[config.mk]
export PLATFORM = sky130hd
export DESIGN_NAME = major_state_seq
export DESIGN_NICKNAME = d
export VERILOG_FILES = /design/src/verilog/seq_pkg.sv /design/src/verilog/major_state_seq.sv
export VERILOG_INCLUDE_DIRS = /design/src /design/src/verilog
export SDC_FILE = /design/constraint.sdc
export NUM_CORES = 1
export LEC_CHECK = 0
export ABC_AREA = 1
export BUFFER_PORTS_ARGS = -buffer_cell sky130_fd_sc_hd__buf_2
export CAP_MARGIN = 10
export CORE_ASPECT_RATIO = 1.2
export CORE_MARGIN = 3
export CORE_UTILIZATION = 45
export CTS_CLUSTER_DIAMETER = 200
export DETAILED_ROUTE_END_ITERATION = 10
export PLACE_DENSITY_LB_ADDON = 0.2
export SKIP_LAST_GASP = 1
export SLEW_MARGIN = 20
export SYNTH_ARGS = -nofsm -noshare
export SYNTH_HDL_FRONTEND = slang
export SYNTH_SLANG_ARGS = --single-unit
[constraint.sdc]
create_clock -name clk_sys -period 4.3 [get_ports clk_sys]
set_input_delay 0.43 -clock clk_sys [delete_from_list [all_inputs] [get_ports clk_sys]]
set_output_delay 0.43 -clock clk_sys [all_outputs]
set_load 0.1 [all_outputs]
[src/verilog/seq_map.svh]
// offsets, field positions, reset values and timing counts of the sequencer
`ifndef SEQ_MAP_SVH
`define SEQ_MAP_SVH
`define CTRL_OFS        12'h000
`define STATUS_OFS      12'h004
`define ADDR_OFS        12'h008
`define BUF_OFS         12'h00c
`define INSTR_OFS       12'h010
`define PC_OFS          12'h014
`define CTRL_INTEN_BIT  0
`define CTRL_AUTO_BIT   1
`define CTRL_RESET      2'h0
`define INT_ADDR        12'h001
`define CLK_PERIOD_NS   40
`define CONSOLE_STEP_NS 2000
`define CONSOLE_CYCLES  (`CONSOLE_STEP_NS / `CLK_PERIOD_NS)
`endif

[src/verilog/seq_pkg.sv]
// types shared by the console and major state sequencer
package seq_pkg;
	// major states, gray along fetch-defer-execute-exec2
	typedef enum logic [3:0] {
		MS_NONE  = 4'h0,
		MS_FETCH = 4'h1,
		MS_DEFER = 4'h3,
		MS_EXEC  = 4'h2,
		MS_EXEC2 = 4'h6,
		MS_INTR  = 4'h7,
		MS_WC    = 4'h5,
		MS_CA    = 4'h4,
		MS_BRK   = 4'hc,
		MS_TBRK  = 4'hd
	} major_e;
	// console timing states, gray order
	typedef enum logic [1:0] {
		CS_IDLE = 2'h0,
		CS_ONE  = 2'h1,
		CS_TWO  = 2'h3
	} console_e;
	// debounced console control switches
	typedef struct packed {
		logic preset;
		logic fill;
		logic exam;
		logic fillStep;
		logic continueSwitch;
		logic start;
	} keys_s;
	// decoded class of the current instruction
	typedef struct packed {
		logic indirect;
		logic memRef;
		logic jump8;
		logic rotate;
		logic multiplyInstr;
		logic sampleInstr;
		logic fastSample;
		logic setOrDisplay;
		logic displayCharInstr;
	} instr_s;
	// break and interrupt requests
	typedef struct packed {
		logic intRequest;
		logic brkRequest;
		logic brkThree;
		logic tapeRequest;
	} req_s;
endpackage
[src/verilog/major_state_seq.sv]
// console chain and major state sequencer
// How it works
// - fetch loads word into instruction and buffer
// - rotate, multiply, slow sample repeat state five
// - indirect enters defer; native jump returns fetch
// - execute sets address, reads operand, repeats five
// - second execute only alternate mode set/display
// - interrupt saves fields, forces address, loads that address into pc
// - three-cycle break: word count, then address
// - break state moves word memory to bus
// - tape break moves word to tape buffer
// - press starts chain only when stopped, idle
// - two timed console states, two microseconds each
// - final pulse sets run and cycle done unless preset
// - first pulse clears skip, half, majors unless continue
// - preset second pulse clears registers, peripherals
// - preset final pulse sets mode, field flags
// - preset forces instruction high bits to ones
// - power-on preset forces native mode
// - fill/exam load address, run, suppress next
// - state three loads data switches or memory
// - fill/exam state five clears run, auto
// - fill-step flags, reload address, store data
// - after fill-step release, step-examine increments address
// - cycle starts on run, done, memory idle
`timescale 1ns/100ps
`default_nettype none
`include "seq_map.svh"
module major_state_seq #(
	parameter int WORD_W    = 12,
	parameter int CONS_CYC  = `CONSOLE_CYCLES
) (
	input  wire logic              clk_sys,
	input  wire logic              resetn,
	input  wire logic              psel,
	input  wire logic              penable,
	input  wire logic              pwrite,
	input  wire logic [11:0]       paddr,
	input  wire logic [31:0]       pwdata,
	output logic      [31:0]       prdata,
	output logic                   pready,
	output logic                   pslverr,
	input  wire seq_pkg::keys_s    keys,
	input  wire logic              modeSwitchAlt,
	input  wire logic [WORD_W-1:0] addressSwitches,
	input  wire logic [WORD_W-1:0] dataSwitches,
	input  wire logic              tapeBusy,
	input  wire logic              memIdle,
	input  wire logic              memStrobe,
	input  wire logic [WORD_W-1:0] memData,
	input  wire seq_pkg::instr_s   instr,
	input  wire logic              opDone,
	input  wire seq_pkg::req_s     req,
	output logic [WORD_W-1:0]      memoryAddressReg,
	output logic [WORD_W-1:0]      memoryBufferReg,
	output logic                   startMemory,
	output logic                   ioPreset,
	output logic                   runFlag,
	output logic                   altMode,
	output logic [3:0]             majorState,
	output logic [2:0]             timeState,
	output logic                   wordCountInc,
	output logic                   curAddrInc,
	output logic                   breakTransfer,
	output logic                   tapeTransfer,
	output logic                   displayLoad
);
	localparam int CW = $clog2(CONS_CYC + 1);
	localparam logic [CW-1:0] CONS_LAST = CW'(CONS_CYC - 1);

	// reset release through two flops
	logic rstMeta_q;
	logic rstn;
	always_ff @(posedge clk_sys or negedge resetn) begin
		if (!resetn) begin
			rstMeta_q <= 1'b0;
			rstn      <= 1'b0;
		end else begin
			rstMeta_q <= 1'b1;
			rstn      <= rstMeta_q;
		end
	end

	// apb side state
	logic [1:0]        ctrl_q;       // interrupt enable, auto switch
	logic [31:0]       prdata_q;
	logic              pready_q;
	logic              pslverr_q;
	// processor state
	seq_pkg::major_e   major_q;      // current major state
	logic [2:0]        ts_q;         // time state, 0 = stopped
	logic              run_q;
	logic              cycleDone_q;
	logic [WORD_W-1:0] ma_q;
	logic [WORD_W-1:0] mb_q;
	logic [WORD_W-1:0] ir_q;
	logic [WORD_W-1:0] pc_q;
	logic              skip_q;
	logic              half_q;
	logic              alt_q;        // alternate instruction mode
	logic [3:0]        fields_q;     // data, save, buffer, instr field
	logic [3:0]        savedF_q;     // fields saved on interrupt
	logic              noNext_q;     // manual cycle, no next major
	logic              fillStep_q;
	logic              stepExam_q;
	logic              stepPend_q;   // step-examine waits for release
	logic              auto_q;
	logic              startMem_q;
	logic              ioPreset_q;
	logic              wcInc_q;
	logic              caInc_q;
	logic              brkX_q;
	logic              tapeX_q;
	logic              disp_q;

	// apb answers in the first access cycle
	logic setup;
	logic known;
	assign setup = psel && !penable;
	assign known = (paddr == `CTRL_OFS) || (paddr == `STATUS_OFS) ||
		(paddr == `ADDR_OFS) || (paddr == `BUF_OFS) ||
		(paddr == `INSTR_OFS) || (paddr == `PC_OFS);

	// read data captured at setup, from a flop
	always_ff @(posedge clk_sys or negedge rstn) begin
		if (!rstn) begin
			prdata_q  <= 32'h0;
			pready_q  <= 1'b0;
			pslverr_q <= 1'b0;
		end else begin
			pready_q  <= setup;
			pslverr_q <= setup && !known;
			if (setup && !pwrite) begin
				case (paddr)
					`CTRL_OFS:   prdata_q <= {30'h0, ctrl_q};
					`STATUS_OFS: prdata_q <= {16'h0, run_q, cycleDone_q,
						alt_q, fillStep_q, stepExam_q, auto_q, skip_q,
						half_q, 1'b0, ts_q, major_q};
					`ADDR_OFS:   prdata_q <= 32'(ma_q);
					`BUF_OFS:    prdata_q <= 32'(mb_q);
					`INSTR_OFS:  prdata_q <= 32'(ir_q);
					`PC_OFS:     prdata_q <= 32'(pc_q);
					default:     prdata_q <= 32'h0;
				endcase
			end else if (setup) begin
				prdata_q <= 32'h0;
			end
		end
	end

	// control register written at the access edge
	always_ff @(posedge clk_sys or negedge rstn) begin
		if (!rstn) begin
			ctrl_q <= `CTRL_RESET;
		end else if (psel && penable && pready_q && pwrite &&
			paddr == `CTRL_OFS) begin
			ctrl_q <= pwdata[1:0];
		end
	end

	// two-flop switch synchroniser
	seq_pkg::keys_s keyMeta_q;
	seq_pkg::keys_s keySync_q;
	always_ff @(posedge clk_sys or negedge rstn) begin
		if (!rstn) begin
			keyMeta_q <= '0;
			keySync_q <= '0;
		end else begin
			keyMeta_q <= keys;
			keySync_q <= keyMeta_q;
		end
	end

	// press detect and held state
	logic             anyKey;
	logic             held_q;       // console state zero, until release
	logic             powerOn_q;    // preset pending from power-on
	logic             powerCause_q; // current preset came from power
	seq_pkg::keys_s   sel_q;        // key that started the chain
	seq_pkg::console_e cs_q;
	logic [CW-1:0]    cnt_q;
	logic             p0;
	logic             p1;
	logic             p2;
	logic             go;
	assign anyKey = |keySync_q;
	// a press counts only when stopped and tape idle
	assign go = cs_q == seq_pkg::CS_IDLE && !run_q && !tapeBusy;
	assign p0 = go && ((anyKey && !held_q) || powerOn_q);
	assign p1 = cs_q == seq_pkg::CS_ONE && cnt_q == CONS_LAST;
	assign p2 = cs_q == seq_pkg::CS_TWO && cnt_q == CONS_LAST;

	// held flag ignores bounces until release
	always_ff @(posedge clk_sys or negedge rstn) begin
		if (!rstn) begin
			held_q       <= 1'b0;
			powerOn_q    <= 1'b1;
			powerCause_q <= 1'b0;
			sel_q        <= '0;
		end else begin
			if (p0) begin
				held_q       <= anyKey;
				powerOn_q    <= 1'b0;
				powerCause_q <= powerOn_q;
				sel_q        <= keySync_q;
				if (powerOn_q) begin
					sel_q        <= '0;
					sel_q.preset <= 1'b1;
				end
			end else if (!anyKey) begin
				held_q <= 1'b0;
			end
		end
	end

	// console chain: states one and two each last one console step
	always_ff @(posedge clk_sys or negedge rstn) begin
		if (!rstn) begin
			cs_q  <= seq_pkg::CS_IDLE;
			cnt_q <= '0;
		end else begin
			cnt_q <= (p0 || p1 || p2) ? '0 : cnt_q + CW'(1);
			case (cs_q)
				seq_pkg::CS_IDLE: if (p0) cs_q <= seq_pkg::CS_ONE;
				seq_pkg::CS_ONE:  if (p1) cs_q <= seq_pkg::CS_TWO;
				seq_pkg::CS_TWO:  if (p2) cs_q <= seq_pkg::CS_IDLE;
				default:          cs_q <= seq_pkg::CS_IDLE;
			endcase
		end
	end

	// processor timing, one time state per clock except T2 waiting on strobe and a recycled T5
	logic begin1;
	logic tp1;
	logic tp2;
	logic tp3;
	logic tp5;
	logic recycle;
	logic stepGo;
	logic fillLike;
	logic manual;
	assign begin1 = run_q && cycleDone_q && memIdle && ts_q == 3'h0;
	assign tp1 = ts_q == 3'h1;
	assign tp2 = ts_q == 3'h2 && memStrobe; // strobe from memory ends T2
	assign tp3 = ts_q == 3'h3;
	assign tp5 = ts_q == 3'h5 && !recycle;
	assign fillLike = sel_q.fill || sel_q.exam || sel_q.fillStep;
	assign manual = noNext_q;
	// long ops hold T5, fast sample excluded
	assign recycle = !manual && !opDone &&
		(major_q == seq_pkg::MS_FETCH || major_q == seq_pkg::MS_EXEC) &&
		(instr.rotate || instr.multiplyInstr ||
		(instr.sampleInstr && !instr.fastSample));
	assign stepGo = stepPend_q && !held_q && !run_q &&
		cs_q == seq_pkg::CS_IDLE;

	// time state counter
	always_ff @(posedge clk_sys or negedge rstn) begin
		if (!rstn) begin
			ts_q <= 3'h0;
		end else if (begin1) begin
			ts_q <= 3'h1;
		end else if (tp5) begin
			ts_q <= 3'h0;
		end else if (ts_q == 3'h2) begin
			if (memStrobe) ts_q <= 3'h3;
		end else if (ts_q != 3'h0 && ts_q != 3'h5) begin
			ts_q <= ts_q + 3'h1;
		end
	end

	// run, cycle done and manual-cycle flags
	always_ff @(posedge clk_sys or negedge rstn) begin
		if (!rstn) begin
			run_q       <= 1'b0;
			cycleDone_q <= 1'b0;
			noNext_q    <= 1'b0;
			stepPend_q  <= 1'b0;
			stepExam_q  <= 1'b0;
		end else begin
			if (begin1) cycleDone_q <= 1'b0;
			if (tp5) cycleDone_q <= 1'b1;
			if (p2 && !sel_q.preset) begin
				run_q       <= 1'b1;
				cycleDone_q <= 1'b1;
				noNext_q    <= fillLike;
			end
			if (tp5 && manual) begin
				run_q      <= 1'b0;
				noNext_q   <= 1'b0;
				stepExam_q <= 1'b0;
				if (fillStep_q) begin
					stepPend_q <= 1'b1;
					stepExam_q <= 1'b1;
				end
			end
			if (stepGo) begin
				stepPend_q  <= 1'b0;
				run_q       <= 1'b1;
				cycleDone_q <= 1'b1;
				noNext_q    <= 1'b1;
			end
			if (p1 && sel_q.preset) begin
				run_q    <= 1'b0;
				noNext_q <= 1'b0;
			end
		end
	end

	// fill-step and auto flags
	always_ff @(posedge clk_sys or negedge rstn) begin
		if (!rstn) begin
			fillStep_q <= 1'b0;
			auto_q     <= 1'b0;
		end else begin
			if (p1 && sel_q.fillStep) begin
				fillStep_q <= 1'b1;
				auto_q     <= ctrl_q[`CTRL_AUTO_BIT];
			end
			if (tp5 && manual) begin
				fillStep_q <= 1'b0;
				auto_q     <= 1'b0;
			end
			if (p1 && sel_q.preset) auto_q <= 1'b0;
		end
	end

	// next major state chosen at the close of T5
	seq_pkg::major_e nextMajor;
	always_comb begin
		nextMajor = seq_pkg::MS_FETCH;
		case (major_q)
			seq_pkg::MS_FETCH:
				if (instr.indirect) nextMajor = seq_pkg::MS_DEFER;
				else if (instr.memRef) nextMajor = seq_pkg::MS_EXEC;
			seq_pkg::MS_DEFER:
				if (!instr.jump8) nextMajor = seq_pkg::MS_EXEC;
			seq_pkg::MS_EXEC:
				if (alt_q && instr.setOrDisplay)
					nextMajor = seq_pkg::MS_EXEC2;
			seq_pkg::MS_WC:  nextMajor = seq_pkg::MS_CA;
			seq_pkg::MS_CA:  nextMajor = seq_pkg::MS_BRK;
			default:         nextMajor = seq_pkg::MS_FETCH;
		endcase
		// breaks, interrupts at instruction boundary
		if (nextMajor == seq_pkg::MS_FETCH) begin
			if (req.tapeRequest) nextMajor = seq_pkg::MS_TBRK;
			else if (req.brkRequest)
				nextMajor = req.brkThree ? seq_pkg::MS_WC : seq_pkg::MS_BRK;
			else if (ctrl_q[`CTRL_INTEN_BIT] && req.intRequest)
				nextMajor = seq_pkg::MS_INTR;
		end
	end

	// major state, skip and half-word flags
	always_ff @(posedge clk_sys or negedge rstn) begin
		if (!rstn) begin
			major_q <= seq_pkg::MS_NONE;
			skip_q  <= 1'b0;
			half_q  <= 1'b0;
		end else begin
			if (p0 && !keySync_q.continueSwitch) begin
				major_q <= seq_pkg::MS_NONE;
				skip_q  <= 1'b0;
				half_q  <= 1'b0;
			end else if (p2 && (sel_q.start || sel_q.continueSwitch) &&
				major_q == seq_pkg::MS_NONE) begin
				major_q <= seq_pkg::MS_FETCH;
			end else if (tp3 && major_q == seq_pkg::MS_FETCH && !manual) begin
				skip_q <= 1'b0;
				half_q <= 1'b0;
			end else if (tp5 && !manual) begin
				major_q <= nextMajor;
			end
			if (p1 && sel_q.preset) begin
				major_q <= seq_pkg::MS_NONE;
				skip_q  <= 1'b0;
				half_q  <= 1'b0;
			end
		end
	end

	// address, buffer, instruction and program counter
	always_ff @(posedge clk_sys or negedge rstn) begin
		if (!rstn) begin
			ma_q <= '0;
			mb_q <= '0;
			ir_q <= '0;
			pc_q <= '0;
		end else if (p1 && sel_q.preset) begin
			ma_q <= '0;
			mb_q <= '0;
			pc_q <= '0;
			ir_q[WORD_W-1 -: 3] <= 3'h7;
		end else if (p2 && fillLike) begin
			ma_q <= addressSwitches;
		end else if (p2 && sel_q.start) begin
			ma_q <= pc_q;
		end else if (manual) begin
			if (tp1 && stepExam_q) ma_q <= ma_q + WORD_W'(1);
			if (tp2) ir_q <= '0;
			if (tp3) mb_q <= fillStep_q || sel_q.fill ?
				dataSwitches : memData;
		end else begin
			case (major_q)
				seq_pkg::MS_FETCH: begin
					if (tp1) ma_q <= pc_q;
					if (tp2) pc_q <= ma_q + WORD_W'(1);
					if (tp3) begin
						ir_q <= memData;
						mb_q <= memData;
					end
					if (tp5 && (instr.indirect || instr.memRef)) ma_q <= mb_q;
				end
				seq_pkg::MS_DEFER: begin
					if (tp3) mb_q <= memData;
					if (tp5 && instr.jump8) pc_q <= mb_q;
					if (tp5 && !instr.jump8) ma_q <= mb_q;
				end
				seq_pkg::MS_EXEC, seq_pkg::MS_EXEC2: begin
					if (tp3) mb_q <= memData;
					if (tp2 && major_q == seq_pkg::MS_EXEC2) ma_q <= mb_q;
				end
				seq_pkg::MS_INTR: begin
					if (tp1) ma_q <= `INT_ADDR;
					if (tp2) pc_q <= ma_q;
				end
				default: ;
			endcase
		end
	end

	// mode and memory field flags
	always_ff @(posedge clk_sys or negedge rstn) begin
		if (!rstn) begin
			alt_q    <= 1'b0;
			fields_q <= 4'h0;
			savedF_q <= 4'h0;
		end else begin
			if (p1 && sel_q.preset) savedF_q <= 4'h0;
			if (p2 && sel_q.preset) begin
				alt_q    <= powerCause_q ? 1'b0 : modeSwitchAlt;
				fields_q <= 4'hf;
			end
			if (tp1 && major_q == seq_pkg::MS_INTR && !manual) begin
				savedF_q <= fields_q;
				fields_q <= 4'h0;
			end
		end
	end

	// one-clock event pulses
	always_ff @(posedge clk_sys or negedge rstn) begin
		if (!rstn) begin
			startMem_q <= 1'b0;
			ioPreset_q <= 1'b0;
			wcInc_q    <= 1'b0;
			caInc_q    <= 1'b0;
			brkX_q     <= 1'b0;
			tapeX_q    <= 1'b0;
			disp_q     <= 1'b0;
		end else begin
			startMem_q <= begin1;
			ioPreset_q <= p1 && sel_q.preset;
			wcInc_q    <= tp3 && major_q == seq_pkg::MS_WC;
			caInc_q    <= tp3 && major_q == seq_pkg::MS_CA;
			brkX_q     <= tp3 && major_q == seq_pkg::MS_BRK;
			tapeX_q    <= tp3 && major_q == seq_pkg::MS_TBRK;
			disp_q     <= tp5 && !manual && major_q == seq_pkg::MS_EXEC2 &&
				instr.displayCharInstr;
		end
	end

	// outputs straight from flops
	assign prdata           = prdata_q;
	assign pready           = pready_q;
	assign pslverr          = pslverr_q;
	assign memoryAddressReg = ma_q;
	assign memoryBufferReg  = mb_q;
	assign startMemory      = startMem_q;
	assign ioPreset         = ioPreset_q;
	assign runFlag          = run_q;
	assign altMode          = alt_q;
	assign majorState       = major_q;
	assign timeState        = ts_q;
	assign wordCountInc     = wcInc_q;
	assign curAddrInc       = caInc_q;
	assign breakTransfer    = brkX_q;
	assign tapeTransfer     = tapeX_q;
	assign displayLoad      = disp_q;
endmodule
`default_nettype wire

==> reports/qor.yml <==
cts_root_buffer: "clkbuf_16"
timing.setup.tns_ns: 0
synth_ff_type: "dfrtp_1"
wl_per_cell_um: 16.88
synth.distinct_cells: 49
grt-busiest-layer: "met2"
report.final.slew_viol_count: 0
row_count: 50
grt_overflow: 0
postSynth.asyncResetShare_pct: 100.0
finalHoldViolations: 0
drt_pass1_iterations: 7
syn2layout_area_growth_pct: 17.58
rsz0062_at_grt: "false"
fin_ws_ns: 1.636
finalSetupViolations: 0
cts_made_buffers: 17
dp_worst_setup_slack_ns: 1.405
cp.arrival_ns: 3.01
io_pins: 183
worstSkewPairLatency_ns: 0.43
initial_core_util_pct: 46.49
skew_ns: 0.007699
gp_congestion: 0.9554
cts_sinks: 121
grt_use_total_pct: 24.76
p_per_area_nw_per_um2: 313.0
synth_edf_count: 0
met1_usage_pct: 29.22
antenna_left: 0
critical_path_peak_fanout: 24
initialDrtViolationCount: 667
die_w_um: 122.5
max_slew_margin_pct: 38.71
worstMarginPinSlew_ns: 0.9160
min_period_over_period_pct: 61.95
fmax_mhz: 375.4
cts.clk_slew.worst_paths_ns: 0.05
fin_crit_ns: 2.664
synth.most_common_cell: "nand2_1"
cts_tree: "done"
port_buffers: 136
routed_wl_mm: 21.90
critical_path_class: "flop to flop"
p_leak_nw: 4.480
diodes: 0
grt_max_degree: 65
synth_seq_area_share_pct: 41.33
worstSetupEndpointType: "flop"
viasPerCell: 5.332
drive_above_1_share_pct: 22.96
yosys_register_bits: 121
synth_cells: 951
synth_common_cells: "193 x nand2_1, 120 x dfrtp_1, 103 x inv_1"
grt_pass1_wl_mm: 34.62
drc: 0
avgSynthCellArea_um2: 7.707
hpwl_mm: 16.51
htree_levels: 4
die_h_um: 145.8
antenna_found_initial: 0
synth_warnings: 0
synthesis.area_um2: 7330
startpoint_type: "flop"
yosysTopAreaCell: "dfrtp_1"
cp_data_required_time_ns: 4.65
status: "finished clean"
finalPower_mw: 2.697
core-area_um2: 15770
via_count: 6915
netlist.area_leader.share_pct: 40.97
grt_pass1_vias: 6814
use_met2_pct: 43.85
nets: 1193
synth_area_leaders: "dfrtp_1 41%, nand2_1 9.9%, nand3_1 5.9%, o21ai_0 5.6%, inv_1 5.3%"
dieArea_um2: 17860
irDropWorstVdd_uv: 275.0
clk_path_buf_depth: 2
maxCapViolCount: 0
hp-class: "input pin to flop"
met3_usage_pct: 4.316
-- report_power, final --
part	internal (mW)	switching, mW
Combinational	0.0374	0.116
Clock	0.875	0.508
Sequential	1.15	0.0131
-- layer usage --
| metal | up-vias | wire (µm) | share of wire [%] |
|---|---|---|---|
| met3 | 54 | 1127 | 5.1 |
| met2 | 238 | 11490 | 52 |
| met1 | 3241 | 8540 | 39 |
| li1 | 3382 | - | - |
| met5 | - | 0 | 0 |
| met4 | 0 | 742 | 3.4 |
-- metrics by stage --
step | utilization, % | instance area, µm² | hold WS [ns] | cells
after CTS | 54.67 | 8618 | 0.09980 | 1297
after global placement | 51.02 | 8043 | 0.2161 | 1264
after detailed placement | 51.02 | 8043 | 0.2179 | 1264
final | 54.67 | 8618 | 0.1121 | 1297
after global routing | 54.67 | 8618 | 0.1039 | 1297
after floorplan | - | 7386 | 0.1344 | 966
-- registers in the layout, indices dropped and copies added, names as in the netlist, 2 cells and up --
register          flops
majorState            4
memoryAddressReg     12
timeState             3
sel_q                 6
pc_q                 12
cnt_q                 6
prdata               16
keyMeta_q             6
ir_q                 12
memoryBufferReg      12
keySync_q             6
cs_q                  2
ctrl_q                2
-- cell usage in the layout (no fill, tap or decap), types with 17 or more instances in the layout --
master / n
clkbuf_16: 17
nand3_1: 87
a21oi_1: 17
buf_2: 136
dfrtp_1: 119
inv_1: 102
o21ai_1: 20
conb_1: 17
nor2_1: 97
nand2_1: 193
nand2_2: 17
o21ai_0: 82
-- path summary, 6_finish.rpt --
kind / startpoint / cells after the start / end / slack [ns]
worst max-delay path: sel_q[4] / 7 / ir_q[5] / 1.64
max in group asynchronous: rstn / 1 / powerOn_q / 3.08
worst min register to register: keyMeta_q[1] / 0 / keySync_q[1] / 0.34
worst max register to register: sel_q[4] / 7 / ir_q[5] / 1.64
worst min-delay path: keys[4] / 1 / keyMeta_q[4] / 0.11
min in group asynchronous: resetn / 2 / rstn / 0.31
-- worst max-delay path, stage by stage, from the launching register on --
cell     delay, ns
dfrtp_1       0.42
nor3_1        0.23
inv_1         0.15
o21ai_4       0.59
inv_2         0.20
nor2_2        0.69
nand3_1       0.18
o21ai_1       0.13
-- cell families after synthesis --
family / count (synthesis) / share of synthesized area [%]
mux: 9 / 1.383
flops: 121 / 41.33
other cells: 2 / 0.1025
simple gates: 455 / 29.29
fa+ha+maj: 8 / 1.366
buf+inv: 164 / 10.31
xor+xnor: 8 / 0.9560
compound gates: 184 / 15.26
-- cell type report --
type | count | area (µm²)
clock inverters | 9 | 97.59
flip-flops and latches | 121 | 3033
repair buffers | 140 | 725.7
well taps | 208 | 260.3
multi-input cells | 681 | 3601
inverters | 115 | 432.9
fillers | 1590 | 7147
clock buffers | 23 | 467.9
-- timing repair --
| action | CTS | global route |
|---|---|---|
| gates resized for setup | 0 | 0 |
| hold buffers | 1 | 0 |
| endpoints found under the hold margin | 2 | 0 |
| buffers inserted | 0 | 0 |
(Power assumes the default switching activity.)
